`config.mk`:
```
export PLATFORM = sky130hd
export DESIGN_NAME = acc_ctrl
export DESIGN_NICKNAME = d
export VERILOG_FILES = /design/src/acc_pkg.sv /design/src/acc_ctrl.sv
export VERILOG_INCLUDE_DIRS = /design/src
export SDC_FILE = /design/constraint.sdc
export NUM_CORES = 1
export LEC_CHECK = 0
export ABC_AREA = 1
export BUFFER_PORTS_ARGS = -buffer_cell sky130_fd_sc_hd__buf_4
export CAP_MARGIN = 20
export CORE_MARGIN = 1
export CORE_UTILIZATION = 45
export DETAILED_ROUTE_END_ITERATION = 8
export PLACE_DENSITY = 0.78
export SYNTH_ARGS = -nofsm -noshare
export SYNTH_HDL_FRONTEND = slang
export SYNTH_SLANG_ARGS = --single-unit
```
`constraint.sdc`:
```
create_clock -name i_clk_sys -period 2.13 [get_ports i_clk_sys]
set_clock_uncertainty 0.05 [all_clocks]
set_input_delay 0.426 -clock i_clk_sys [delete_from_list [all_inputs] [get_ports i_clk_sys]]
set_output_delay 0.426 -clock i_clk_sys [all_outputs]
set_load 0.01 [all_outputs]
```
`src/acc_params.svh`:
```
// register map, field positions, reset values and codes of the comparator
`ifndef ACC_PARAMS_SVH
`define ACC_PARAMS_SVH
`define ACC_ADDR_W 8
`define ACC_OFS_CONV_B 8'h00
`define ACC_OFS_CSR 8'h04
`define ACC_OFS_PIN_DIS 8'h08
`define ACC_OFS_IRQ_STAT 8'h0C
`define ACC_OFS_IRQ_MASK 8'h10
`define ACC_BIT_MUX_EN 6
`define ACC_BIT_PWR_OFF 7
`define ACC_BIT_BG_SEL 6
`define ACC_BIT_RESULT 5
`define ACC_BIT_FLAG 4
`define ACC_BIT_IRQ_EN 3
`define ACC_BIT_CAPT 2
`define ACC_BIT_MODE_HI 1
`define ACC_BIT_MODE_LO 0
`define ACC_BIT_NEG_DIS 1
`define ACC_BIT_POS_DIS 0
`define ACC_STAT_EVENT 0
`define ACC_STAT_TOGGLE 1
`define ACC_MODE_TOGGLE 2'h0
`define ACC_MODE_RSVD 2'h1
`define ACC_MODE_FALL 2'h2
`define ACC_MODE_RISE 2'h3
`define ACC_RST_BIT 1'h0
`define ACC_RST_MODE 2'h0
`define ACC_RST_STAT 2'h0
`define ACC_RST_CHAN 3'h0
`define ACC_RST_SYNC 2'h0
`define ACC_RST_DATA 32'h0000_0000
`endif

```
`src/acc_pkg.sv`:
```
// types shared by the comparator control block
package acc_pkg;
  typedef struct packed {
    logic read;
    logic write;
    logic [7:0] address;
    logic [31:0] writedata;
  } acc_avs_req_s;
  typedef struct packed {
    logic use_mux;
    logic [2:0] channel;
  } acc_neg_sel_s;
  typedef enum logic [1:0] {
    ACC_BUS_IDLE = 2'b01,
    ACC_BUS_ANSWER = 2'b10
  } acc_bus_state_e;
endpackage
```
`src/acc_ctrl.sv`:
```
// analog comparator control: sync, input select, edge events, registers
//
// Overview of operation
// RULE1 - result high when positive input exceeds negative
// RULE2 - raw output synchronised, one to two cycles
// RULE3 - disable bit seven powers comparator down
// RULE4 - bandgap select replaces positive pin input
// RULE5 - flag set on transition matching mode
// RULE6 - irq requested when flag, enable, global set
// RULE7 - vector execution clears the event flag
// RULE8 - writing one clears flag, zero keeps
// RULE9 - capture route feeds result to timer
// RULE10 - mode: toggle, reserved, falling, rising
// RULE11 - software disables irq before mode change
// RULE12 - software disables irq before power change
// RULE13 - mux enable, converter off: channel negative
// RULE14 - otherwise dedicated negative pin used
// RULE15 - buffer off pin reads as zero
// RULE16 - converter on blocks multiplexer path
// RULE17 - edges found against previous cycle value
// RULE18 - reserved mode never sets the flag
//
// The implementer's own choices: the placing of the registers and the Avalon-MM register port.
`timescale 1ns/100ps
`include "acc_params.svh"
module acc_ctrl (
  input wire logic i_clk_sys,
  input wire logic i_rst_b,
  input wire acc_pkg::acc_avs_req_s i_avs,
  output logic o_avs_waitrequest,
  output logic [31:0] o_avs_readdata,
  input wire logic i_cmp_raw,
  input wire logic i_pos_pin_din,
  input wire logic i_neg_pin_din,
  input wire logic i_converter_on,
  input wire logic [2:0] i_channel_select,
  input wire logic i_global_irq_enable,
  input wire logic i_irq_vector_ack,
  output logic o_cmp_power_off,
  output logic o_bandgap_positive_select,
  output acc_pkg::acc_neg_sel_s o_neg_sel,
  output logic o_pos_pin_buffer_off,
  output logic o_neg_pin_buffer_off,
  output logic o_pos_pin_port_bit,
  output logic o_neg_pin_port_bit,
  output logic o_capture_input,
  output logic o_cmp_irq,
  output logic o_sys_irq
);
  import acc_pkg::*;

  acc_bus_state_e bus_state_reg;
  logic mux_en_reg;
  logic pwr_off_reg;
  logic bg_sel_reg;
  logic flag_reg;
  logic irq_en_reg;
  logic capt_reg;
  logic [1:0] mode_reg;
  logic [1:0] pin_dis_reg;
  logic [1:0] stat_reg;
  logic [1:0] mask_reg;
  logic [1:0] cmp_sync_reg;
  logic [1:0] pos_sync_reg;
  logic [1:0] neg_sync_reg;
  logic prev_reg;
  logic result;
  logic rise;
  logic fall;
  logic event_hit;
  logic acc_wr;
  logic acc_rd;
  logic [7:0] csr_val;
  logic [31:0] rd_next;

  ////////////////////////////////////////////////////////////////////////
  // synchronisers; bit 0 is the first flop and only feeds bit 1
  always_ff @(posedge i_clk_sys or negedge i_rst_b) begin
    if (!i_rst_b) begin
      cmp_sync_reg <= `ACC_RST_SYNC;
      pos_sync_reg <= `ACC_RST_SYNC;
      neg_sync_reg <= `ACC_RST_SYNC;
    end else begin
      cmp_sync_reg <= {cmp_sync_reg[0], i_cmp_raw}; // RULE2
      pos_sync_reg <= {pos_sync_reg[0], i_pos_pin_din};
      neg_sync_reg <= {neg_sync_reg[0], i_neg_pin_din};
    end
  end

  // a powered-down comparator reads low; the step it makes is a real edge,
  // which is why software must mask the irq around a power change
  assign result = cmp_sync_reg[1] & ~pwr_off_reg; // RULE1
  assign rise = result & ~prev_reg; // RULE17
  assign fall = ~result & prev_reg; // RULE17

  // event decode per interrupt mode
  always_comb begin
    case (mode_reg) // RULE10
      `ACC_MODE_TOGGLE: event_hit = rise | fall;
      `ACC_MODE_FALL: event_hit = fall;
      `ACC_MODE_RISE: event_hit = rise;
      default: event_hit = 1'b0; // RULE18
    endcase
  end

  always_ff @(posedge i_clk_sys or negedge i_rst_b) begin
    if (!i_rst_b) begin
      prev_reg <= `ACC_RST_BIT;
    end else begin
      prev_reg <= result; // RULE17
    end
  end

  ////////////////////////////////////////////////////////////////////////
  // avalon slave: one wait cycle, then the answer edge
  assign acc_wr = i_avs.write & ~o_avs_waitrequest;
  assign acc_rd = i_avs.read & ~o_avs_waitrequest;

  always_ff @(posedge i_clk_sys or negedge i_rst_b) begin
    if (!i_rst_b) begin
      bus_state_reg <= ACC_BUS_IDLE;
      o_avs_waitrequest <= 1'b1;
    end else begin
      case (bus_state_reg)
        ACC_BUS_IDLE: begin
          if (i_avs.read | i_avs.write) begin
            bus_state_reg <= ACC_BUS_ANSWER;
            o_avs_waitrequest <= 1'b0;
          end
        end
        ACC_BUS_ANSWER: begin
          bus_state_reg <= ACC_BUS_IDLE;
          o_avs_waitrequest <= 1'b1;
        end
        default: begin
          bus_state_reg <= ACC_BUS_IDLE;
          o_avs_waitrequest <= 1'b1;
        end
      endcase
    end
  end

  assign csr_val = {pwr_off_reg, bg_sel_reg, result, flag_reg,
                    irq_en_reg, capt_reg, mode_reg};

  // read mux; unmapped addresses read zero
  always_comb begin
    rd_next = `ACC_RST_DATA;
    case (i_avs.address)
      `ACC_OFS_CONV_B: rd_next[`ACC_BIT_MUX_EN] = mux_en_reg;
      `ACC_OFS_CSR: rd_next[7:0] = csr_val;
      `ACC_OFS_PIN_DIS: rd_next[1:0] = pin_dis_reg;
      `ACC_OFS_IRQ_STAT: rd_next[1:0] = stat_reg;
      `ACC_OFS_IRQ_MASK: rd_next[1:0] = mask_reg;
      default: rd_next = `ACC_RST_DATA;
    endcase
  end

  // data is captured as waitrequest drops, so it stands at the answer edge
  always_ff @(posedge i_clk_sys or negedge i_rst_b) begin
    if (!i_rst_b) begin
      o_avs_readdata <= `ACC_RST_DATA;
    end else if (bus_state_reg == ACC_BUS_IDLE && i_avs.read) begin
      o_avs_readdata <= rd_next;
    end
  end

  ////////////////////////////////////////////////////////////////////////
  // control registers written by software
  always_ff @(posedge i_clk_sys or negedge i_rst_b) begin
    if (!i_rst_b) begin
      mux_en_reg <= `ACC_RST_BIT;
      pwr_off_reg <= `ACC_RST_BIT;
      bg_sel_reg <= `ACC_RST_BIT;
      irq_en_reg <= `ACC_RST_BIT;
      capt_reg <= `ACC_RST_BIT;
      mode_reg <= `ACC_RST_MODE;
      pin_dis_reg <= `ACC_RST_STAT;
      mask_reg <= `ACC_RST_STAT;
    end else if (acc_wr) begin
      case (i_avs.address)
        `ACC_OFS_CONV_B: mux_en_reg <= i_avs.writedata[`ACC_BIT_MUX_EN];
        `ACC_OFS_CSR: begin
          pwr_off_reg <= i_avs.writedata[`ACC_BIT_PWR_OFF]; // RULE3
          bg_sel_reg <= i_avs.writedata[`ACC_BIT_BG_SEL]; // RULE4
          irq_en_reg <= i_avs.writedata[`ACC_BIT_IRQ_EN];
          capt_reg <= i_avs.writedata[`ACC_BIT_CAPT];
          mode_reg <= i_avs.writedata[`ACC_BIT_MODE_HI:`ACC_BIT_MODE_LO];
        end
        `ACC_OFS_PIN_DIS: pin_dis_reg <= i_avs.writedata[1:0];
        `ACC_OFS_IRQ_MASK: mask_reg <= i_avs.writedata[1:0];
        default: mux_en_reg <= mux_en_reg;
      endcase
    end
  end

  // event flag: a new event wins over any clear in the same cycle
  always_ff @(posedge i_clk_sys or negedge i_rst_b) begin
    if (!i_rst_b) begin
      flag_reg <= `ACC_RST_BIT;
    end else if (event_hit) begin
      flag_reg <= 1'b1; // RULE5
    end else if (i_irq_vector_ack) begin
      flag_reg <= 1'b0; // RULE7
    end else if (acc_wr && i_avs.address == `ACC_OFS_CSR &&
                 i_avs.writedata[`ACC_BIT_FLAG]) begin
      flag_reg <= 1'b0; // RULE8
    end
  end
  // sticky status; a read clears only the bits it returned, so an event
  // caught while the read was in flight is not lost; new events win
  always_ff @(posedge i_clk_sys or negedge i_rst_b) begin
    if (!i_rst_b) begin
      stat_reg <= `ACC_RST_STAT;
    end else begin
      stat_reg <= ((acc_rd && i_avs.address == `ACC_OFS_IRQ_STAT) ?
                   stat_reg & ~o_avs_readdata[1:0] : stat_reg) |
                  {rise | fall, event_hit};
    end
  end

  ////////////////////////////////////////////////////////////////////////
  // registered outputs towards the analog front end, timer and core
  always_ff @(posedge i_clk_sys or negedge i_rst_b) begin
    if (!i_rst_b) begin
      o_cmp_power_off <= `ACC_RST_BIT;
      o_bandgap_positive_select <= `ACC_RST_BIT;
      o_neg_sel <= '0;
      o_pos_pin_buffer_off <= `ACC_RST_BIT;
      o_neg_pin_buffer_off <= `ACC_RST_BIT;
      o_capture_input <= `ACC_RST_BIT;
      o_cmp_irq <= `ACC_RST_BIT;
      o_sys_irq <= `ACC_RST_BIT;
    end else begin
      o_cmp_power_off <= pwr_off_reg; // RULE3
      o_bandgap_positive_select <= bg_sel_reg; // RULE4
      // the converter owns the channel mux while it is on
      o_neg_sel.use_mux <= mux_en_reg & ~i_converter_on; // RULE13 RULE16
      o_neg_sel.channel <= (mux_en_reg & ~i_converter_on) ?
                           i_channel_select : `ACC_RST_CHAN; // RULE14
      o_pos_pin_buffer_off <= pin_dis_reg[`ACC_BIT_POS_DIS]; // RULE15
      o_neg_pin_buffer_off <= pin_dis_reg[`ACC_BIT_NEG_DIS]; // RULE15
      o_capture_input <= capt_reg & result; // RULE9
      o_cmp_irq <= flag_reg & irq_en_reg & i_global_irq_enable; // RULE6
      o_sys_irq <= |(stat_reg & mask_reg);
    end
  end

  // port bits read zero while the pin buffer is off
  always_ff @(posedge i_clk_sys or negedge i_rst_b) begin
    if (!i_rst_b) begin
      o_pos_pin_port_bit <= `ACC_RST_BIT;
      o_neg_pin_port_bit <= `ACC_RST_BIT;
    end else begin
      o_pos_pin_port_bit <= pos_sync_reg[1] &
                            ~pin_dis_reg[`ACC_BIT_POS_DIS]; // RULE15
      o_neg_pin_port_bit <= neg_sync_reg[1] &
                            ~pin_dis_reg[`ACC_BIT_NEG_DIS]; // RULE15
    end
  end
endmodule

```
==> metrics.md, run 1 <==
| Metric | Value |
|---|---|
| Fin. Hold Viols | `0` |
| Cell variety after synth | `29` |
| Layout cell share with drive strength beyond 1 | `0.2841` |
| Post-layout util | `0.5780` |
| Final global-route overflow total | `0` |
| DR vias | `1401` |
| Crit share post-route | `0.7139` |
| Die Width | `slightly below 70 um` |
| Worst-margin pin slew | `0.5317 ns` |
| Hpwl dp | `2565 um` |
| Required time worst endpoint | `2.26 ns` |
| Max Cap Viol | `0` |
| Cts bufs inserted | `5` |
| Detailed Routing Iterations Pass 1 | `4` |
| Crit end category | `flop` |
| Die footprint | `4685 um2` |
| Clock network power share | `0.293` |
| WHS | `0.05632 ns` |
| Final Max Tran Viols | `0` |
| Clk sink count | `44` |
| CP arrival | `1.65 ns` |
| Status | `completed` |
| Ys Warns | `0` |
| Drt total wl | `3395 um` |
| H-Tree Depth | `2` |
| Peak fanout along the critical path | `9` |
| CP peak stage delay | `~0.54 ns` |
| CP Buf/Inv Count | `2` |
| Largest registers | `o_avs_readdata (8), o_neg_sel (4)` |
| Initial antenna violation count | `0` |
| Seq/Total Area, Yosys | `0.5548` |
| Commonest non-fill, non-tap cell in the layout | `buf_4` |
| CTS tree | `yes` |
| Die Span Y | `68.45 um` |
| Post-route DRC | `0` |
| Synth top area share | `0.5416` |
| Most frequent cells in the layout | `buf_4 (49), nand2_1 (45), dfrtp_1 (43)` |
| Crit-path slowest cell | `dfstp_2` |
| Total negative setup slack | `0 ns` |
| Clk buf depth | `2` |
| Final net count | `319` |
| Cell Chain, Critical Path | `inv_1, or2_1, nor2_4, inv_2, nand2_1, nand2_1` |
| DRT iter0 DRCs | `98` |
| Setup Buffers After CTS | `0` |
| Routability cong. | `0.7909` |
| Critical Path Start Type | `flop` |
| Mapped cell area | `1987 um2` |
| Initial Util | `0.4828` |
| Final antenna-violating net count | `0` |
| Max Clock Freq | `657.6 MHz` |
| Row cnt | `23` |
| Pin count of the biggest net entering global routing | `45` |
| Layout area overhead | `19.71%` |
| Drt wl/cell | `10.81 um` |
| IO buf count | `just under 50` |
| Largest register by flop count | `o_avs_readdata` |
| Worst slew margin | `0.6455` |
| #FFs+latches synth | `44` |
| First-pass GRT wire length | `roughly 5500 um` |
| RSZ-0062 raised after global routing | `false` |
| Syn Area/Cell | `9.417 um2` |
| Vias in the first global route | `1300` |
| Leak Pwr | `1.357 nW` |
| Yosys top cell by area | `dfrtp_1` |
| I/O Pins | `99` |
| Synth area leaders | `dfrtp_1 (54%), buf_4 (9.1%), nand2_1 (8.5%)` |
| Clk pin slew, worst setup/hold paths | `0.08 ns` |
| P_sw | `0.0004284 W` |
| Syn Inst Count | `211` |
| Setup CP Type | `reg -> reg` |
| Fin crit period | `1.521 ns` |
| Sw Ratio | `0.2653` |
| Core box area | `4115 um2` |
| Crit path max-delay family | `simple AND/OR/NAND/NOR gates` |
| Antenna diodes | `0` |
| Hold Buf Count CTS | `0` |
| GRT Total Usage | `0.1693` |
| Int Pwr | `0.001186 W` |
| Clock Tree Root | `clkbuf_8` |
| Sequential share of power | `0.556` |
| Via/cell ratio | `4.462` |
| Worst-Skew Late Latency | `just under 0.3 ns` |
| Max reg flops | `8` |
| Setup violations, final | `0` |
| Maximum VDD drop | `0.0003301 V` |
| CP dominant cell by count | `nand2_1` |
| Power per cell area | `about 680 nW/um2` |
| Comb pwr share | `0.151` |
| Hold Crit Class | `in -> async` |
| Post-cts resize count | `0` |
-- worst paths after layout --
check,start,to,slack [ns],cells after the start
min in group i_clk_sys,i_cmp_raw,cmp_sync_reg[0]$_DFF_PN0_,0.19,1
min reg2reg,cmp_sync_reg[0]$_DFF_PN0_,cmp_sync_reg[1]$_DFF_PN0_,0.30,0
max,bus_state_reg[0]$_DFFE_PN1P_,o_avs_readdata[1]$_DFFE_PN0P_,0.61,6
min,i_rst_b,o_neg_pin_buffer_off$_DFF_PN0_,0.06,1
max reg2reg,bus_state_reg[0]$_DFFE_PN1P_,o_avs_readdata[1]$_DFFE_PN0P_,0.61,6
max in group asynchronous,i_rst_b,bus_state_reg[0]$_DFFE_PN1P_,1.58,1
-- per-stage QoR --
stage	cell area [um2]	std cells	setup WS [ns]	power (W)
after detailed placement	2301	307	0.5283	0.001160
after CTS	2379	314	0.6008	0.001636
after global routing	2379	314	0.5229	0.001698
after global placement	2301	307	0.5727	0.001154
after floorplan	2073	234	0.7212	0.001077
final	2379	314	0.6094	0.001615
-- worst reg2reg max path, stage by stage, from the launching register on --
cell and delay (ns):
dfstp_2 0.54, inv_1 0.06, or2_1 0.25, nor2_4 0.23
inv_2 0.15, nand2_1 0.08, nand2_1 0.05
-- cells in the mapped netlist --
cell type  count
o21ai_1        3
a21oi_2        2
inv_1         25
nor2_4         1
nor2_2         3
dfstp_2        1
ha_1           2
nand4_1        1
and3_1         1
nor2_1        13
and2_4         1
inv_2          5
o21ai_0        7
buf_4         24
dfrtp_1       43
and2_1         1
nand2_1       45
o21ai_2        3
buf_6          2
nand2_4        2
nor3_1         1
nand3b_1       1
a21oi_1        2
nand3_1       17
or2_1          1
nor2_8         1
a22o_1         1
conb_1         1
nand2_2        1
-- routing by layer --
metal	vias up	part of all wire	track usage
met4	0	0.021	0.07813
met5	-	0	0
met2	49	0.51	0.2917
met3	5	0.058	0.05500
li1	703	-	-
met1	644	0.42	0.1875
-- logic make-up after synthesis --
logic type | after synthesis | synth area share
AND/OR/NAND/NOR | 90 | 0.2154
other | 1 | 0.001887
adder cells (fa/ha/maj) | 2 | 0.01259
flip-flops | 44 | 0.5548
buffers and inverters | 56 | 0.1587
AO/OA/AOI/OAI | 18 | 0.05668
-- cell type report --
type	count	area (um2)
clock buffer	6	72.57
clock inverter	1	5.005
fill	380	1737
multi-input combinational	134	655.6
tap	50	62.56
inverter	30	112.6
timing repair buffer	49	367.9
sequential	44	1102
-- power by group through the flow --
stage | Combinational, W | Clock (W) | Sequential [W]
after global placement | 0.000242 | 0 | 0.000913
after detailed placement | 0.000246 | 0 | 0.000914
after CTS | 0.000247 | 0.000491 | 0.000897
final | 0.000244 | 0.000473 | 0.000897
after global routing | 0.000273 | 0.000523 | 0.000902
after floorplan | 0.000157 | 0 | 0.000919
(Power assumes the default switching activity.)
==> run 2: changes to the inputs <==
Clock period 2.13 ns to 1.6 ns, I/O delays scaled along.
==> metrics.md, run 2 (synthesis results as in run 1) <==
| Metric | Value |
|---|---|
| Hold Buf Count CTS | `1 (was 0)` |
| Initial antenna violation count | `0 (unchanged)` |
| Total negative setup slack | `0 ns (unchanged)` |
| Row cnt | `23 (unchanged)` |
| Post-route DRC | `0 (unchanged)` |
| Detailed Routing Iterations Pass 1 | `4 (unchanged)` |
| Clk sink count | `44 (unchanged)` |
| DRT iter0 DRCs | `88 (was 98)` |
| Max Cap Viol | `0 (unchanged)` |
| First-pass GRT wire length | `5361 um (was 5533 um)` |
| Setup WS post-layout | `0.1621 ns (was 0.6094 ns)` |
| Clk buf depth | `2 (unchanged)` |
| WHS | `0.07961 ns (was 0.05632 ns)` |
| Place WS | `0.1242 ns (was 0.5283 ns)` |
| Pin count of the biggest net entering global routing | `45 (unchanged)` |
| Via/cell ratio | `4.528 (was 4.462)` |
| Hpwl dp | `2556 um (was 2565 um)` |
| Worst slew margin | `0.6429 (was 0.6455)` |
| RSZ-0062 raised after global routing | `false (unchanged)` |
| Fin crit period | `1.438 ns (was 1.521 ns)` |
| Die footprint | `4685 um2 (unchanged)` |
| Setup CP Type | `reg -> reg (unchanged)` |
| Crit end category | `flop (unchanged)` |
| Setup violations, final | `0 (unchanged)` |
| CP arrival | `1.63 ns (was 1.65 ns)` |
| Worst-margin pin slew | `0.5356 ns (was 0.5317 ns)` |
| Power per cell area | `922.5 nW/um2 (was 678.9 nW/um2)` |
| RR Startpoint | `bus_state_reg[0]$_DFFE_PN1P_ (unchanged)` |
| Max Clock Freq | `695.5 MHz (was 657.6 MHz)` |
| Clock Tree Root | `clkbuf_8 (unchanged)` |
| DR vias | `1440 (was 1401)` |
| Worst Reg-to-Reg Cells | `6 (unchanged)` |
| Drt wl/cell | `10.83 um (was 10.81 um)` |
| Commonest non-fill, non-tap cell in the layout | `buf_4 (unchanged)` |
| Worst hold path cell count | `1` |
| Largest registers | `o_avs_readdata (8), o_neg_sel (4) (unchanged)` |
| Clk pin slew, worst setup/hold paths | `0.08 ns (about the same)` |
| Post-cts resize count | `0 (unchanged)` |
| Cts bufs inserted | `5 (unchanged)` |
| Peak fanout along the critical path | `6 (was 9)` |
| Leak Pwr | `1.375 nW (was 1.357 nW)` |
| Layout area overhead | `21.79% (was 19.71%)` |
| Largest register by flop count | `o_avs_readdata (unchanged)` |
| Layout cell share with drive strength beyond 1 | `0.2910 (was 0.2841)` |
| CTS tree | `yes (unchanged)` |
| Initial Util | `0.4828 (unchanged)` |
| Status | `completed (unchanged)` |
| Max reg flops | `8 (unchanged)` |
| Worst-Skew Late Latency | `0.29 ns (about the same)` |
| Design Power | `0.002232 W (was 0.001615 W)` |
| H-Tree Depth | `2 (unchanged)` |
| Hold Crit Class | `in -> reg (was in -> async)` |
| Fin. Hold Viols | `0 (unchanged)` |
| Final Max Tran Viols | `0 (unchanged)` |
| GRT Total Usage | `0.1630 (was 0.1693)` |
| Final net count | `322 (was 319)` |
| Maximum VDD drop | `0.0005162 V (was 0.0003301 V)` |
| Worst reg-to-reg setup slack | `0.16 ns (was 0.61 ns)` |
| Final global-route overflow total | `0 (unchanged)` |
| Routability cong. | `0.7777 (was 0.7909)` |
| Antenna diodes | `0 (unchanged)` |
| Most frequent cells in the layout | `buf_4 (51), nand2_1 (45), dfrtp_1 (43) (was buf_4 (49), nand2_1 (45), dfrtp_1 (43))` |
| Worst hold start | `i_cmp_raw` |
| Drt total wl | `3443 um (was 3395 um)` |
| Critical Path Start Type | `flop (unchanged)` |
| Final antenna-violating net count | `0 (unchanged)` |
| Post-layout util | `0.5880 (was 0.5780)` |
| Die Span Y | `68.45 um (unchanged)` |
| Setup Buffers After CTS | `0 (unchanged)` |
| I/O Pins | `99 (unchanged)` |
| IO buf count | `49 (unchanged)` |
| Vias in the first global route | `1309 (was 1300)` |
| Crit share post-route | `0.8987 (was 0.7139)` |
| Required time worst endpoint | `1.79 ns (was 2.26 ns)` |
| Die Width | `68.45 um (unchanged)` |
| Core box area | `4115 um2 (unchanged)` |
| Min-Delay Endpoint | `cmp_sync_reg[0]$_DFF_PN0_` |
| FF-to-FF End | `o_avs_readdata[5]$_DFFE_PN0P_ (was o_avs_readdata[1]$_DFFE_PN0P_)` |
[run 2: cell types whose count changed in the layout (fill, tap and decap cells not counted), sizes merged]
cell and change:
buf +2, dlygate4sd3 +1, clkbuf +1, clkinv -1
clkinvlp +1
[run 2: layer usage]
| layer | global-route usage | vias to the layer above | wire, um |
|---|---|---|---|
| li1 | - | 707 | - |
| met1 | 0.1762 | 678 | 1393 |
| met5 | 0 | - | 0 |
| met3 | 0.04167 | 8 | 211 |
| met4 | 0.1120 | 0 | 89 |
| met2 | 0.2770 | 47 | 1748 |
[run 2: how the worst max path moves through the flow]
stage                                             from                       endpoint
after floorplan           bus_state_reg[0]$_DFFE_PN1P_  o_avs_readdata[0]$_DFFE_PN0P_
after global placement                       i_avs[32]           capt_reg$_DFFE_PN0P_
after detailed placement                     i_avs[33]           capt_reg$_DFFE_PN0P_
after CTS                 bus_state_reg[0]$_DFFE_PN1P_  o_avs_readdata[5]$_DFFE_PN0P_
after global routing      bus_state_reg[0]$_DFFE_PN1P_  o_avs_readdata[7]$_DFFE_PN0P_
final                     bus_state_reg[0]$_DFFE_PN1P_  o_avs_readdata[5]$_DFFE_PN0P_
[run 2: power by group]
| group | internal, W | total (W) | switching (W) |
|---|---|---|---|
| Clock | 0.000350 | 0.000702 | 0.000351 |
| Combinational | 0.000126 | 0.000336 | 0.000210 |
| Sequential | 0.00117 | 0.00119 | 0.0000251 |
[run 2: metrics by stage]
stage | instances | area (um2)
floorplan | 234 | 2073
CTS | 318 | 2420
finish | 318 | 2420
global route | 318 | 2420
global placement | 309 | 2316
detailed placement | 309 | 2316
[run 2: worst max-delay path, cell delays in order, from the launching register on]
cell and delay (ns):
dfstp_2 0.55, inv_1 0.06, or2_1 0.25, nor2_4 0.18, buf_4 0.16, nand3_1 0.08, nand2_1 0.07
[run 2: layout make-up]
cell class	instances	area (um2)
Inverter	30	112.6
Clock inverter	1	7.507
Tap cell	50	62.56
Timing Repair Buffer	52	392.9
Multi-Input combinational cell	134	655.6
Sequential cell	44	1102
Fill cell	386	1695
Clock buffer	7	86.33
